`config.mk`:
```
export PLATFORM = sky130hd
export DESIGN_NAME = ccu_top
export DESIGN_NICKNAME = d
export VERILOG_FILES = /design/src/logic/ccu_pkg.sv /design/src/logic/ccu_byte_step.sv /design/src/logic/ccu_top.sv
export SDC_FILE = /design/constraint.sdc
export NUM_CORES = 1
export LEC_CHECK = 0
export BUFFER_PORTS_ARGS = -buffer_cell sky130_fd_sc_hd__buf_2
export CORE_ASPECT_RATIO = 1.2
export CORE_MARGIN = 2
export CORE_UTILIZATION = 40
export DETAILED_ROUTE_END_ITERATION = 12
export HOLD_SLACK_MARGIN = 0.08
export PLACE_DENSITY_LB_ADDON = 0.2
export SLEW_MARGIN = 20
export SYNTH_ARGS = -nofsm -noshare
export SYNTH_HDL_FRONTEND = slang
export SYNTH_HIERARCHICAL = 1
export SYNTH_SLANG_ARGS = --single-unit
```
`constraint.sdc`:
```
create_clock -name clock -period 7.9 [get_ports clock]
set_clock_uncertainty 0.1 [all_clocks]
set_input_delay 0.79 -clock clock [delete_from_list [all_inputs] [get_ports clock]]
set_output_delay 0.79 -clock clock [all_outputs]
set_load 0.02 [all_outputs]
```
`src/logic/ccu_pkg.sv`:
```
// package: constants and carriers for the checksum calculation unit
`default_nettype none
package ccu_pkg;
	localparam logic [15:0] CCU_POLY16 = 16'h8005;
	localparam logic [15:0] CCU_POLY_CCITT = 16'h1021;
	localparam logic [31:0] CCU_POLY32 = 32'h04C11DB7;
	localparam logic [31:0] CCU_SEED_RST = 32'h00000000;
	localparam logic [1:0] CCU_STEPS_BYTE = 2'h0;
	localparam logic [1:0] CCU_STEPS_HALF = 2'h1;
	localparam logic [1:0] CCU_STEPS_WORD = 2'h3;

	typedef enum logic [1:0] {
		CCU_MODE_CRC16 = 2'h0,
		CCU_MODE_CCITT = 2'h1,
		CCU_MODE_CRC32 = 2'h2
	} ccu_mode_e;

	typedef enum logic [1:0] {
		CCU_SIZE_BYTE = 2'h0,
		CCU_SIZE_HALF = 2'h1,
		CCU_SIZE_WORD = 2'h2
	} ccu_size_e;

	typedef enum logic [1:0] {
		CCU_ST_IDLE = 2'h0,
		CCU_ST_BUSY = 2'h1
	} ccu_state_e;

	typedef struct packed {
		ccu_mode_e mode;
		logic dat_cmpl;
		logic dat_byte_rev;
		logic dat_bit_rev;
		logic sum_cmpl;
		logic sum_byte_rev;
		logic sum_bit_rev;
	} ccu_cfg_s;
endpackage
`default_nettype wire

```
`src/logic/ccu_byte_step.sv`:
```
// one byte folded into a 32-bit remainder, msb first, selectable polynomial
`default_nettype none
module ccu_byte_step (
	input wire ccu_pkg::ccu_mode_e mode, // polynomial select
	input wire logic [31:0] crc_in, // running remainder
	input wire logic [7:0] data_in, // byte to fold
	output logic [31:0] crc_out // updated remainder
);
	import ccu_pkg::*;

	always_comb begin
		logic [31:0] c;
		logic fb;
		c = crc_in;
		fb = 1'b0;
		for (int i = 7; i >= 0; i--) begin
			if (mode == CCU_MODE_CRC32) begin
				fb = c[31] ^ data_in[i];
				c = {c[30:0], 1'b0} ^ (fb ? CCU_POLY32 : 32'h00000000);
			end else begin
				fb = c[15] ^ data_in[i];
				c = {16'h0000, c[14:0], 1'b0} ^ {16'h0000, fb ? ((mode == CCU_MODE_CCITT) ?
					CCU_POLY_CCITT : CCU_POLY16) : 16'h0000};
			end
		end
		crc_out = c;
	end
endmodule
`default_nettype wire

```
`src/logic/ccu_top.sv`:
```
// checksum calculation unit: data input, seed, options and result
// Functional notes
// - 16-bit mode with polynomial 0x8005.
// - 16-bit CCITT mode with polynomial 0x1021.
// - 32-bit mode with polynomial 0x04C11DB7.
// - complement, byte reverse and bit reverse selectable on data and on result.
// - data writes may be byte, half-word or word, folded by size.
// - software programs the starting seed.
// - a byte takes one clock, a word four clocks.
// - data input accepts dma writes for whole memory blocks.
// - result is 16 bits in 16-bit modes, 32 bits in 32-bit mode.
`default_nettype none
module ccu_top (
	input wire logic clock, // 200 MHz bus clock
	input wire logic sys_rst, // async reset, active high
	input wire ccu_pkg::ccu_cfg_s cfg, // polynomial and option selects
	input wire logic [31:0] seed, // seed value
	input wire logic seed_wr, // seed write strobe
	input wire logic [31:0] data, // data word, narrow data in low bits
	input wire ccu_pkg::ccu_size_e data_size, // size of this write
	input wire logic data_wr, // data write strobe (cpu or dma)
	output logic data_ready, // high when a new data write is taken
	output logic busy, // fold in progress
	output logic [31:0] result // checksum after output options
);
	import ccu_pkg::*;

	// ************************************************************
	// helpers
	// ************************************************************
	function automatic logic [31:0] ccu_bitrev32(input logic [31:0] v);
		logic [31:0] r;
		r = 32'h00000000;
		for (int i = 0; i < 32; i++) begin
			r[i] = v[31 - i];
		end
		return r;
	endfunction

	function automatic logic [31:0] ccu_byterev32(input logic [31:0] v);
		return {v[7:0], v[15:8], v[23:16], v[31:24]};
	endfunction

	// reverse within the active width of the data write
	function automatic logic [31:0] ccu_dat_fmt(input logic [31:0] v, input ccu_size_e sz, input ccu_cfg_s c);
		logic [31:0] r;
		r = v;
		if (c.dat_cmpl) begin
			r = ~r;
		end
		if (c.dat_byte_rev) begin
			r = ccu_byterev32(r);
			if (sz == CCU_SIZE_HALF) begin
				r = {16'h0000, r[31:16]};
			end else if (sz == CCU_SIZE_BYTE) begin
				r = {24'h000000, r[31:24]};
			end
		end
		if (c.dat_bit_rev) begin
			r = {ccu_byterev32(ccu_bitrev32(r))}; // bits mirrored inside each byte
		end
		return r;
	endfunction

	// ************************************************************
	// state
	// ************************************************************
	ccu_state_e state_reg, state_next;
	logic [31:0] crc_reg, crc_next;
	logic [31:0] buf_reg, buf_next;
	logic [1:0] left_reg, left_next;
	ccu_mode_e mode_reg, mode_next;
	logic [31:0] result_reg, result_next;
	logic ready_reg, ready_next;
	// busy and ready are both flops so the outputs carry no decode logic
	logic busy_reg, busy_next;
	logic [31:0] step_out;
	logic [31:0] fmt_word;
	logic [31:0] sum_view;
	// full mirror of the next remainder, read by the 16-bit view
	logic [31:0] sum_rev;

	// the byte stepper sees buffered data msb byte first so all sizes share one order
	ccu_byte_step u_step (
		.mode(mode_reg),
		.crc_in(crc_reg),
		.data_in(buf_reg[31:24]),
		.crc_out(step_out)
	);

	always_comb begin
		state_next = state_reg;
		crc_next = crc_reg;
		buf_next = buf_reg;
		left_next = left_reg;
		// the polynomial is frozen while a fold runs so a late mode change cannot split a word
		mode_next = mode_reg;
		fmt_word = ccu_dat_fmt(data, data_size, cfg);
		ready_next = 1'b0;
		case (state_reg)
			CCU_ST_IDLE: begin
				mode_next = cfg.mode;
				ready_next = ~data_wr & ~seed_wr;
				// a seed write wins over a data write in the same cycle
				if (seed_wr) begin
					crc_next = seed;
				end else if (data_wr) begin
					state_next = CCU_ST_BUSY;
					case (data_size)
						CCU_SIZE_BYTE: begin
							buf_next = {fmt_word[7:0], 24'h000000};
							left_next = CCU_STEPS_BYTE;
						end
						CCU_SIZE_HALF: begin
							buf_next = {fmt_word[15:0], 16'h0000};
							left_next = CCU_STEPS_HALF;
						end
						default: begin
							buf_next = fmt_word;
							left_next = CCU_STEPS_WORD;
						end
					endcase
				end
			end
			CCU_ST_BUSY: begin
				crc_next = step_out;
				buf_next = {buf_reg[23:0], 8'h00};
				if (left_reg == 2'h0) begin
					state_next = CCU_ST_IDLE;
					ready_next = 1'b1;
				end else begin
					left_next = left_reg - 2'h1;
				end
			end
			default: begin
				state_next = CCU_ST_IDLE;
			end
		endcase
		// busy is registered so the pin never glitches with the state decode
		busy_next = (state_next == CCU_ST_BUSY);
	end

	// ************************************************************
	// output options on the remainder
	// ************************************************************
	// the view follows the mode that the remainder will be stepped with, so a seed
	// written together with a mode change is shown in the new width at once
	always_comb begin
		sum_view = crc_next;
		// mirroring all 32 bits puts the low half, reversed, into the upper half
		sum_rev = ccu_bitrev32(crc_next);
		if (mode_next != CCU_MODE_CRC32) begin
			sum_view = {16'h0000, sum_view[15:0]};
			if (cfg.sum_bit_rev) begin
				sum_view = {16'h0000, sum_rev[31:16]};
			end
			if (cfg.sum_byte_rev) begin
				sum_view = {16'h0000, sum_view[7:0], sum_view[15:8]};
			end
			if (cfg.sum_cmpl) begin
				sum_view = {16'h0000, ~sum_view[15:0]};
			end
		end else begin
			if (cfg.sum_bit_rev) begin
				sum_view = ccu_bitrev32(sum_view);
			end
			if (cfg.sum_byte_rev) begin
				sum_view = ccu_byterev32(sum_view);
			end
			if (cfg.sum_cmpl) begin
				sum_view = ~sum_view;
			end
		end
		result_next = sum_view;
	end

	// ************************************************************
	// result register
	// ************************************************************
	// options are applied on every cycle, so a changed option shows one clock later
	// without a fresh data write; software should settle options before reading
	always_ff @(posedge clock or posedge sys_rst) begin
		if (sys_rst) begin
			result_reg <= 32'h00000000;
		end else begin
			result_reg <= result_next;
		end
	end

	// ************************************************************
	// sequencer registers
	// ************************************************************
	always_ff @(posedge clock or posedge sys_rst) begin
		if (sys_rst) begin
			state_reg <= CCU_ST_IDLE;
			crc_reg <= CCU_SEED_RST;
			buf_reg <= 32'h00000000;
			left_reg <= 2'h0;
			mode_reg <= CCU_MODE_CRC16;
			ready_reg <= 1'b0;
			busy_reg <= 1'b0;
		end else begin
			state_reg <= state_next;
			crc_reg <= crc_next;
			buf_reg <= buf_next;
			left_reg <= left_next;
			mode_reg <= mode_next;
			ready_reg <= ready_next;
			busy_reg <= busy_next;
		end
	end

	// every output is a plain flop copy
	assign data_ready = ready_reg;
	assign busy = busy_reg;
	assign result = result_reg;
endmodule
`default_nettype wire

```
==> results of run 1 <==
[layer usage]
layer	routed length [um]	part of all wire (%)	global-route usage (%)
met5	0	0	0
met4	867	2.9	8.40
met1	13600	45	34.1
met2	14400	48	40.5
met3	1370	4.5	2.41
[metrics by stage]
stage	power (mW)	cell area (um2)	setup slack, ns
2_1_floorplan	2.60	9410	3.83
3_3_place_gp	3.17	10000	2.79
3_5_place_dp	3.17	10000	2.73
4_1_cts	3.61	10300	2.73
5_1_grt	3.86	10300	2.26
6_report	3.63	10300	2.66
[Yosys cell counts (33+ instances only)]
| library cell | count |
|---|---|
| xnor2_1 | 115 |
| dfrtp_1 | 104 |
| nor2_1 | 92 |
| nand2_1 | 67 |
| clkbuf_1 | 53 |
| a21oi_1 | 50 |
| o21ai_0 | 50 |
| mux2i_1 | 48 |
| xor2_1 | 42 |
| a221o_1 | 37 |
| o22ai_1 | 33 |
[worst max path at each step]
stage                     start          to  slack, ns  cells after the start
global route        mode_reg[0]  result[26]       2.26                     16
detailed placement  mode_reg[0]  result[26]       2.73                     16
CTS                 mode_reg[0]  result[26]       2.73                     16
floorplan           buf_reg[30]   result[0]       3.83                     15
finish              mode_reg[0]  result[26]       2.66                     16
global placement    mode_reg[0]  result[26]       2.79                     15
[cell families (layout without fill, tap and decap cells)]
kind of cell               count (synthesis)  count (layout)  synth area share (%)
AOI/OAI and AO/OA                        353             353                  28.1
buffers and inverters                    131             174                  6.02
DFF                                      104             104                  27.7
and+or+nand+nor                          277             277                  14.8
xor gates and xnor gates                 164             164                  16.2
adders and majority gates                  4               4                 0.465
other                                      1               1                0.0399
muxes                                     56              56                  6.78
[power by group]
| part | leakage (nW) | internal (mW) | total, mW | switching (mW) |
|---|---|---|---|---|
| Clock | 0.135 | 0.216 | 0.425 | 0.209 |
| Combinational | 2.94 | 1.04 | 2.39 | 1.36 |
| Sequential | 1.30 | 0.670 | 0.810 | 0.141 |
[area by class of cell]
class | instances | area (um2)
fillers | 2343 | 12800
multi-input cells | 855 | 6250
flip-flops and latches | 104 | 2600
repair buffers | 124 | 653
well taps | 315 | 394
clock buffers | 10 | 229
inverters | 34 | 130
clock inverters | 6 | 47.5
[critical path, delay by kind of cell, from the launching register on]
family,cells,cell delay (ns)
muxes,2,0.40
AOI/OAI and AO/OA,5,1.16
buffers and inverters,1,0.34
and+or+nand+nor,5,1.33
xor gates and xnor gates,3,0.93
DFF,1,0.90
[placed cells by master, fill, tap and decap left out, types with 6 or more instances in the layout]
cell,count
nor2_1,92
mux2i_1,48
a22o_1,7
a31oi_1,7
a221oi_1,18
o211ai_1,21
buf_2,111
nand2b_1,19
nor3_1,9
inv_1,28
o21ai_0,50
and2_1,7
a21oi_1,50
xnor2_1,115
buf_4,13
o21a_1,9
a211o_1,12
a221oi_2,7
nand3_1,15
and3b_1,22
nand2_1,67
o22ai_1,33
o221ai_1,14
xor2_1,42
dfrtp_1,103
a221o_1,37
nor2b_1,29
a32oi_1,17
mux4_2,6
o22a_1,11
a22oi_1,14
clkbuf_16,9
a21boi_0,8
==> impl_metrics.json, run 1 <==
{
  "hp-class": "input pin to async pin",
  "relSlewSlack_pct": 28.9,
  "vdd_drop_max_uv": 169,
  "grt_pass1_vias": 8291,
  "ys_ff_latch": 104,
  "postCtsSetupBuffers": 0,
  "die_h_um": 172,
  "cts.sinks": 104,
  "synth_warnings": 6,
  "drtIter0Drc": 621,
  "post-dp-hpwl_um": 22200,
  "p_per_area_nw_per_um2": 352,
  "cts_hold_buf": 0,
  "async_flop_share_pct": 100,
  "rsz0062_at_grt": "false",
  "synthDistinctLibCells": 78,
  "cp_cell_sequence": "nand2b_1 > buf_4 > o22ai_1 > xnor2_1 > nor3_1 > a21o_2 > nor2_8 > xnor3_1 > a32oi_1 > xor2_1 > and3b_1 > a221o_1 > nand2b_1 > a21boi_0 > mux2i_1 > mux2i_1",
  "portBuffers": 111,
  "clockBufferDepth": 2,
  "drc": 0,
  "gp_congestion": 0.939,
  "grt_max_degree": 70,
  "synth-seq-area-share_pct": 27.7,
  "ys_top_cells_by_area": "dfrtp_1 28%, xnor2_1 11%, mux2i_1 5.1%, a221o_1 3.9%, xor2_1 3.9%",
  "htreeDepth": 3,
  "pin_count": 112,
  "netlist_instances": 1090,
  "antenna_found_initial": 0,
  "setup_viol_count_final": 0,
  "gr-usage-all-layers_pct": 24.7,
  "p_leak_nw": 4.38,
  "yosysTopAreaCell": "dfrtp_1",
  "drv_slew": 0,
  "setup_tns_ns": 0,
  "core_um2": 23100,
  "synth_area_um2": 9410,
  "synth_nets": 1169,
  "cp.arrival_ns": 5.41,
  "tightest_slew_ns": 1.07,
  "cts_resized": 0,
  "yosys.area.top_type_share_pct": 27.7,
  "nNetsFinal": 1207,
  "slowest_stage": "dfrtp_1",
  "fin_util_pct": 44.6,
  "cts_root_buffer": "clkbuf_16",
  "fp.dieW_um": 144,
  "max_stage_delay_ns": 0.90,
  "clock_latency_ns": 0.36,
  "regToRegSetupSlack_ns": 2.66,
  "drtPass1Iterations": 5,
  "area_delta_synth_final_pct": 9.55,
  "worstPathRequired_ns": 8.07,
  "max_freq_mhz": 191,
  "antenna_cells": 0,
  "period_needed_ns": 5.24,
  "ys.flop_type": "dfrtp_1",
  "row_count": 61,
  "gr-total-overflow": 0,
  "path_clk_slew_ns": 0.07,
  "hold_viol": 0,
  "startpoint_type": "flip-flop",
  "r2r_start": "mode_reg[0]",
  "path_max_fanout": 29,
  "final.period_utilization_pct": 66.3,
  "vias_per_cell": 5.94,
  "ff2ff_path_depth": 16,
  "avgSynthCellArea_um2": 8.63,
  "wl_per_cell_um": 20.9,
  "die-area_um2": 24800,
  "drv.max_cap_violation_count": 0,
  "dpl.cell_count": 1432,
  "endpoint_kind": "flip-flop",
  "critPathKind": "flip-flop to flip-flop",
  "cts_tree": "yes",
  "layout-drive-gt1-share_pct": 16.0,
  "ant_nets": 0,
  "synth_edf_count": 0,
  "grt_pass1_wl_um": 47200,
  "start_util_pct": 40.7,
  "cts_made_buffers": 9,
  "timing.rr.end": "result[26]",
  "vias": 8607,
  "instances_no_fill": 1448,
  "hold_slack_ns": 0.369,
  "routed_wl_um": 30300,
  "status": "finished, final reports clean"
}
No activity file was read; power rests on OpenSTA's default activity.
==> inputs of run 2 (changes only) <==
ABC_AREA = 1   (was unset)
clock period = 5.4 ns   (was 7.9 ns; I/O delays follow)
==> run 2 against run 1 <==
First-iteration DRC count grew 48%; clock-buffer cell count is the same; core utilization shrank 0.21 points; non-clock buffer count shrank 4; register-to-register slack lost 1.5 ns; total power grew 21%; via count grew 23%; hold slack lost 0.10 ns; worst setup slack lost 1.5 ns; clock power grew 63%; cell area grew 6.2%; maximum frequency grew 23%; critical path type unchanged.
==> impl_metrics.json, run 2 <==
{
  "netlist_instances": 1643,
  "yosysTopAreaCell": "dfrtp_1",
  "post-dp-hpwl_um": 23100,
  "start_util_pct": 40.5,
  "layout-drive-gt1-share_pct": 13.6,
  "placedInstanceArea_um2": 10600,
  "multi_input_area_um2": 6350,
  "final_area_um2": 10900,
  "core_um2": 24700,
  "max_freq_mhz": 235,
  "p_per_area_nw_per_um2": 400,
  "cts_hold_buf": 0,
  "ant_nets": 0,
  "final.period_utilization_pct": 78.8,
  "synth_common_cells": "593 x nand2_1, 381 x nand3_1, 160 x inv_1",
  "ys.flop_type": "dfrtp_1",
  "critPathBufInv": 5,
  "cts_made_buffers": 9,
  "hold_viol": 0,
  "setup_tns_ns": 0,
  "postCtsSetupBuffers": 0,
  "hp-class": "input pin to async pin",
  "period_needed_ns": 4.26,
  "vias": 10557,
  "worstPathRequired_ns": 5.57,
  "yosys.area.top_type_share_pct": 26.0,
  "ys_ff_latch": 104,
  "grt_max_degree": 68,
  "drtIter0Drc": 922,
  "critPathTopFamily": "simple AND/OR/NAND/NOR gates",
  "gr-usage-all-layers_pct": 24.3,
  "startpoint_type": "flip-flop",
  "antenna_found_initial": 0,
  "fp.dieW_um": 148,
  "synth_edf_count": 0,
  "cts_root_buffer": "clkbuf_16",
  "p_leak_nw": 6.00,
  "rsz0062_at_grt": "false",
  "die_h_um": 177,
  "tightest_slew_ns": 1.04,
  "row_count": 63,
  "portBuffers": 111,
  "pin_count": 112,
  "gr-total-overflow": 0,
  "routed_wl_um": 31500,
  "drv.max_cap_violation_count": 0,
  "fillCellCount": 2646,
  "drc": 0,
  "path_clk_slew_ns": 0.08,
  "max_stage_delay_ns": 0.48,
  "ys_top_cells_by_area": "dfrtp_1 26%, nand2_1 22%, nand3_1 19%, inv_1 6.0%, xor2_1 3.7%",
  "cts_tree": "yes",
  "htreeDepth": 3,
  "finalPower_mw": 4.38,
  "final_common_cell": "nand2_1",
  "nNetsFinal": 1769,
  "setup_viol_count_final": 0,
  "synth_nets": 1722,
  "synthDistinctLibCells": 48,
  "area_delta_synth_final_pct": 9.43,
  "vdd_drop_max_uv": 180,
  "synth_area_um2": 10000,
  "clock_latency_ns": 0.35,
  "synth-seq-area-share_pct": 26.0,
  "cts.sinks": 104,
  "endpoint_kind": "flip-flop",
  "status": "finished, final reports clean",
  "cts_resized": 0,
  "drtPass1Iterations": 7,
  "yosysMostFrequentCell": "nand2_1",
  "dpl.cell_count": 2004,
  "area.sequential_um2": 2600,
  "final_cell_mix": "593 x nand2_1, 381 x nand3_1, 159 x inv_1",
  "vias_per_cell": 5.23,
  "path_max_fanout": 27,
  "hold_slack_ns": 0.266,
  "relSlewSlack_pct": 30.3,
  "clockBufferDepth": 2,
  "die-area_um2": 26300,
  "grt_pass1_wl_um": 50800,
  "avgSynthCellArea_um2": 6.09,
  "instances_no_fill": 2020,
  "wl_per_cell_um": 15.6,
  "grt_pass1_vias": 9636,
  "critPathKind": "flip-flop to flip-flop",
  "slowest_stage": "dfrtp_1",
  "async_flop_share_pct": 100,
  "gp_congestion": 0.941,
  "synth_warnings": 6,
  "drv_slew": 0,
  "cp.arrival_ns": 4.43,
  "antenna_cells": 0
}
-- run 2: cells by family (layout without fill, tap and decap cells) --
| logic type | count (synthesis) | in the layout | synth area share (%) |
|---|---|---|---|
| compound gates | 86 | 86 | 5.08 |
| xor+xnor | 68 | 68 | 6.48 |
| fa+ha+maj | 1 | 1 | 0.125 |
| buf+inv | 257 | 309 | 10.6 |
| flops | 104 | 104 | 26.0 |
| other cells | 1 | 1 | 0.0375 |
| simple gates | 1126 | 1126 | 51.6 |
-- run 2: metrics by stage --
step	utilization (%)	setup WS, ns
2_1_floorplan	-	2.03
3_3_place_gp	43.1	1.37
3_5_place_dp	43.1	1.23
4_1_cts	44.4	1.22
5_1_grt	44.4	0.736
6_report	44.4	1.14
-- run 2: worst paths after layout --
| check | start | endpoint | slack, ns | cells past startpoint |
|---|---|---|---|---|
| setup / recovery | mode_reg[0] | result[23] | 1.14 | 29 |
| hold / removal | sys_rst | result[14] | 0.27 | 2 |
| setup reg to reg | mode_reg[0] | result[23] | 1.14 | 29 |
| hold reg to reg | buf_reg[19] | buf_reg[19] | 0.39 | 2 |
| max in group asynchronous | sys_rst | buf_reg[1] | 3.88 | 3 |
| min in group clock | data_wr | data_ready | 0.34 | 2 |
-- run 2: area by class of cell --
cell class	count	area share, %
clock inverters	6	0.606
well taps	325	3.72
clock buffers	10	2.18
multi-input cells	1282	58.0
flip-flops and latches	104	23.8
repair buffers	120	5.69
inverters	173	5.98
-- run 2: power by group --
group / switching, mW / internal (mW)
Clock: 0.317 / 0.376
Combinational: 1.67 / 0.886
Sequential: 0.170 / 0.961
Total: 2.16 / 2.22
-- run 2: per-layer routing --
| metal | vias to the layer above | track usage (%) | part of all wire [%] |
|---|---|---|---|
| li1 | 5336 | - | - |
| met1 | 4886 | 34.3 | 47 |
| met2 | 288 | 37.8 | 45 |
| met3 | 47 | 3.76 | 5.4 |
| met4 | 0 | 8.29 | 3.0 |
| met5 | - | 0 | 0 |
-- run 2: worst register-to-register path, delay by kind of cell, from the launching register on --
kind                   cells  cell delay [ns]
flip-flops                 1             0.48
AND/OR/NAND/NOR           23             2.81
buffers and inverters      5             0.48
XOR/XNOR                   1             0.32
==> inputs of run 3 (changes only) <==
clock period = 3.5 ns   (was 5.4 ns; I/O delays follow)
==> run 3 against run 2 <==
Largest power group unchanged; routed wire length is 7.9% higher; cell count is 6.1% higher; sequential power is 54% higher; the flow now finishes with violations (negative setup slack); total power is 92% higher.
==> impl_metrics.json, run 3 (synthesis results as in run 2) <==
{
  "start_util_pct": 40.5,
  "hp-class": "input pin to async pin",
  "instances_no_fill": 2144,
  "antenna_cells": 0,
  "wl_met3_um": 1950,
  "path_max_fanout": 4,
  "relSlewSlack_pct": 11.9,
  "tightest_slew_ns": 1.32,
  "cts_hold_buf": 0,
  "post-dp-hpwl_um": 24300,
  "drv_slew": 0,
  "antenna_found_initial": 0,
  "dpl.cell_count": 2102,
  "critPathBufInv": 4,
  "cts_tree": "yes",
  "clock_latency_ns": 0.36,
  "rsz0062_at_grt": "true",
  "gr-total-overflow": 0,
  "fin_ws_ns": -0.316,
  "drtIter0Drc": 999,
  "slowest_stage": "dfrtp_2",
  "hold_viol": 0,
  "crit_top_cell": "nand2_4",
  "path_clk_slew_ns": 0.07,
  "cts_made_buffers": 9,
  "startpoint_type": "flip-flop",
  "drtPass1Iterations": 5,
  "fillCellCount": 2507,
  "gr-usage-all-layers_pct": 25.6,
  "hold_slack_ns": 0.0451,
  "row_count": 63,
  "status": "complete, but fails checks",
  "core_um2": 24700,
  "final.period_utilization_pct": 109,
  "worstPathRequired_ns": 3.68,
  "regToRegSetupSlack_ns": -0.32,
  "htreeDepth": 3,
  "max_stage_delay_ns": 0.48,
  "highest_layer": "met4",
  "cp.arrival_ns": 3.99,
  "die_h_um": 177,
  "area_delta_synth_final_pct": 26.4,
  "routed_wl_um": 34000,
  "grt_pass1_wl_um": 53800,
  "wl_met2_um": 15700,
  "setup_viol_count_final": 26,
  "nNetsFinal": 1893,
  "final_cell_mix": "553 x nand2_1, 341 x nand3_1, 154 x inv_1",
  "clockBufferDepth": 2,
  "failed_checks": "negative setup slack",
  "cts_root_buffer": "clkbuf_16",
  "max_freq_mhz": 262,
  "gp_congestion": 0.937,
  "period_needed_ns": 3.82,
  "die-area_um2": 26300,
  "final_common_cell": "nand2_1",
  "endpoint_kind": "flip-flop",
  "p_per_area_nw_per_um2": 667,
  "critPathTopFamily": "simple AND/OR/NAND/NOR gates",
  "drc": 0,
  "wl_met1_um": 15600,
  "fin_util_pct": 51.2,
  "fp.dieW_um": 148,
  "cts.sinks": 104,
  "wl_per_cell_um": 15.8,
  "p_leak_nw": 6.81,
  "vdd_drop_max_uv": 354,
  "ant_nets": 0,
  "drv.max_cap_violation_count": 0,
  "portBuffers": 111,
  "vias": 11110,
  "ff2ff_path_depth": 33,
  "layout-drive-gt1-share_pct": 25.3,
  "r2r_start": "mode_reg[0]",
  "vias_per_cell": 5.18,
  "pin_count": 112,
  "grt_pass1_vias": 10235,
  "pre_cts_ws_ns": -0.393,
  "grt_max_degree": 63,
  "timing.rr.end": "result[26]",
  "critPathKind": "flip-flop to flip-flop"
}
run 3: cell count changes in the layout (fill, tap and decap cells not counted), moves of 16 or more:
cell	before	now
buf_4	9	122
nand2_1	593	553
nand2_2	21	38
nand2_4	1	24
nand3_1	381	341
nand3_2	33	49
nand3_4	1	25
run 3: through the flow:
stage | cell area [um2] | TNS (ns) | power (mW)
finish | 12600 | -5.80 | 8.43
floorplan | 10000 | 0 | 4.72
CTS | 12100 | -3.77 | 7.72
detailed placement | 11400 | -6.67 | 6.30
global placement | 11400 | -4.66 | 6.24
global route | 12600 | -13.21 | 9.05
run 3: per-layer routing:
layer	vias up	track usage, %
li1	5578	-
met1	5132	36.2
met2	354	41.4
met3	46	3.32
met4	0	6.43
met5	-	0
run 3: timing repair:
item	in CTS	in global routing
setup buffers	18	11
pin swaps	31	41
gates resized for setup	55	114
endpoints found under the setup margin	22	38
run 3: worst register-to-register path: cells and delay by family (launching register included):
family | cells | cell delay (ns)
AO/OA/AOI/OAI | 1 | 0.19
XOR/XNOR | 1 | 0.20
buffers and inverters | 4 | 0.35
flip-flops | 1 | 0.48
AND/OR/NAND/NOR | 27 | 2.46
run 3: area by class of cell:
type / instances / area [um2] / area share (%)
Clock buffer: 10 / 229 / 1.81
Clock inverter: 6 / 68.8 / 0.544
Inverter: 173 / 654 / 5.18
Multi-Input combinational cell: 1282 / 7060 / 55.9
Sequential cell: 104 / 2610 / 20.6
Tap cell: 325 / 407 / 3.22
Timing Repair Buffer: 244 / 1620 / 12.8
run 3: worst max path at each step:
stage,startpoint,to,slack [ns],cells past startpoint
finish,mode_reg[0],result[26],-0.32,33
global route,mode_reg[0],result[26],-0.58,33
CTS,mode_reg[0],result[26],-0.21,32
detailed placement,mode_reg[0],result[26],-0.39,32
global placement,mode_reg[0],result[28],-0.38,23
floorplan,mode_reg[0],result[7],0.18,30
run 3: power by group:
part	switching (mW)	internal, mW
logic	3.29	2.36
clock network	0.478	0.560
registers	0.255	1.48
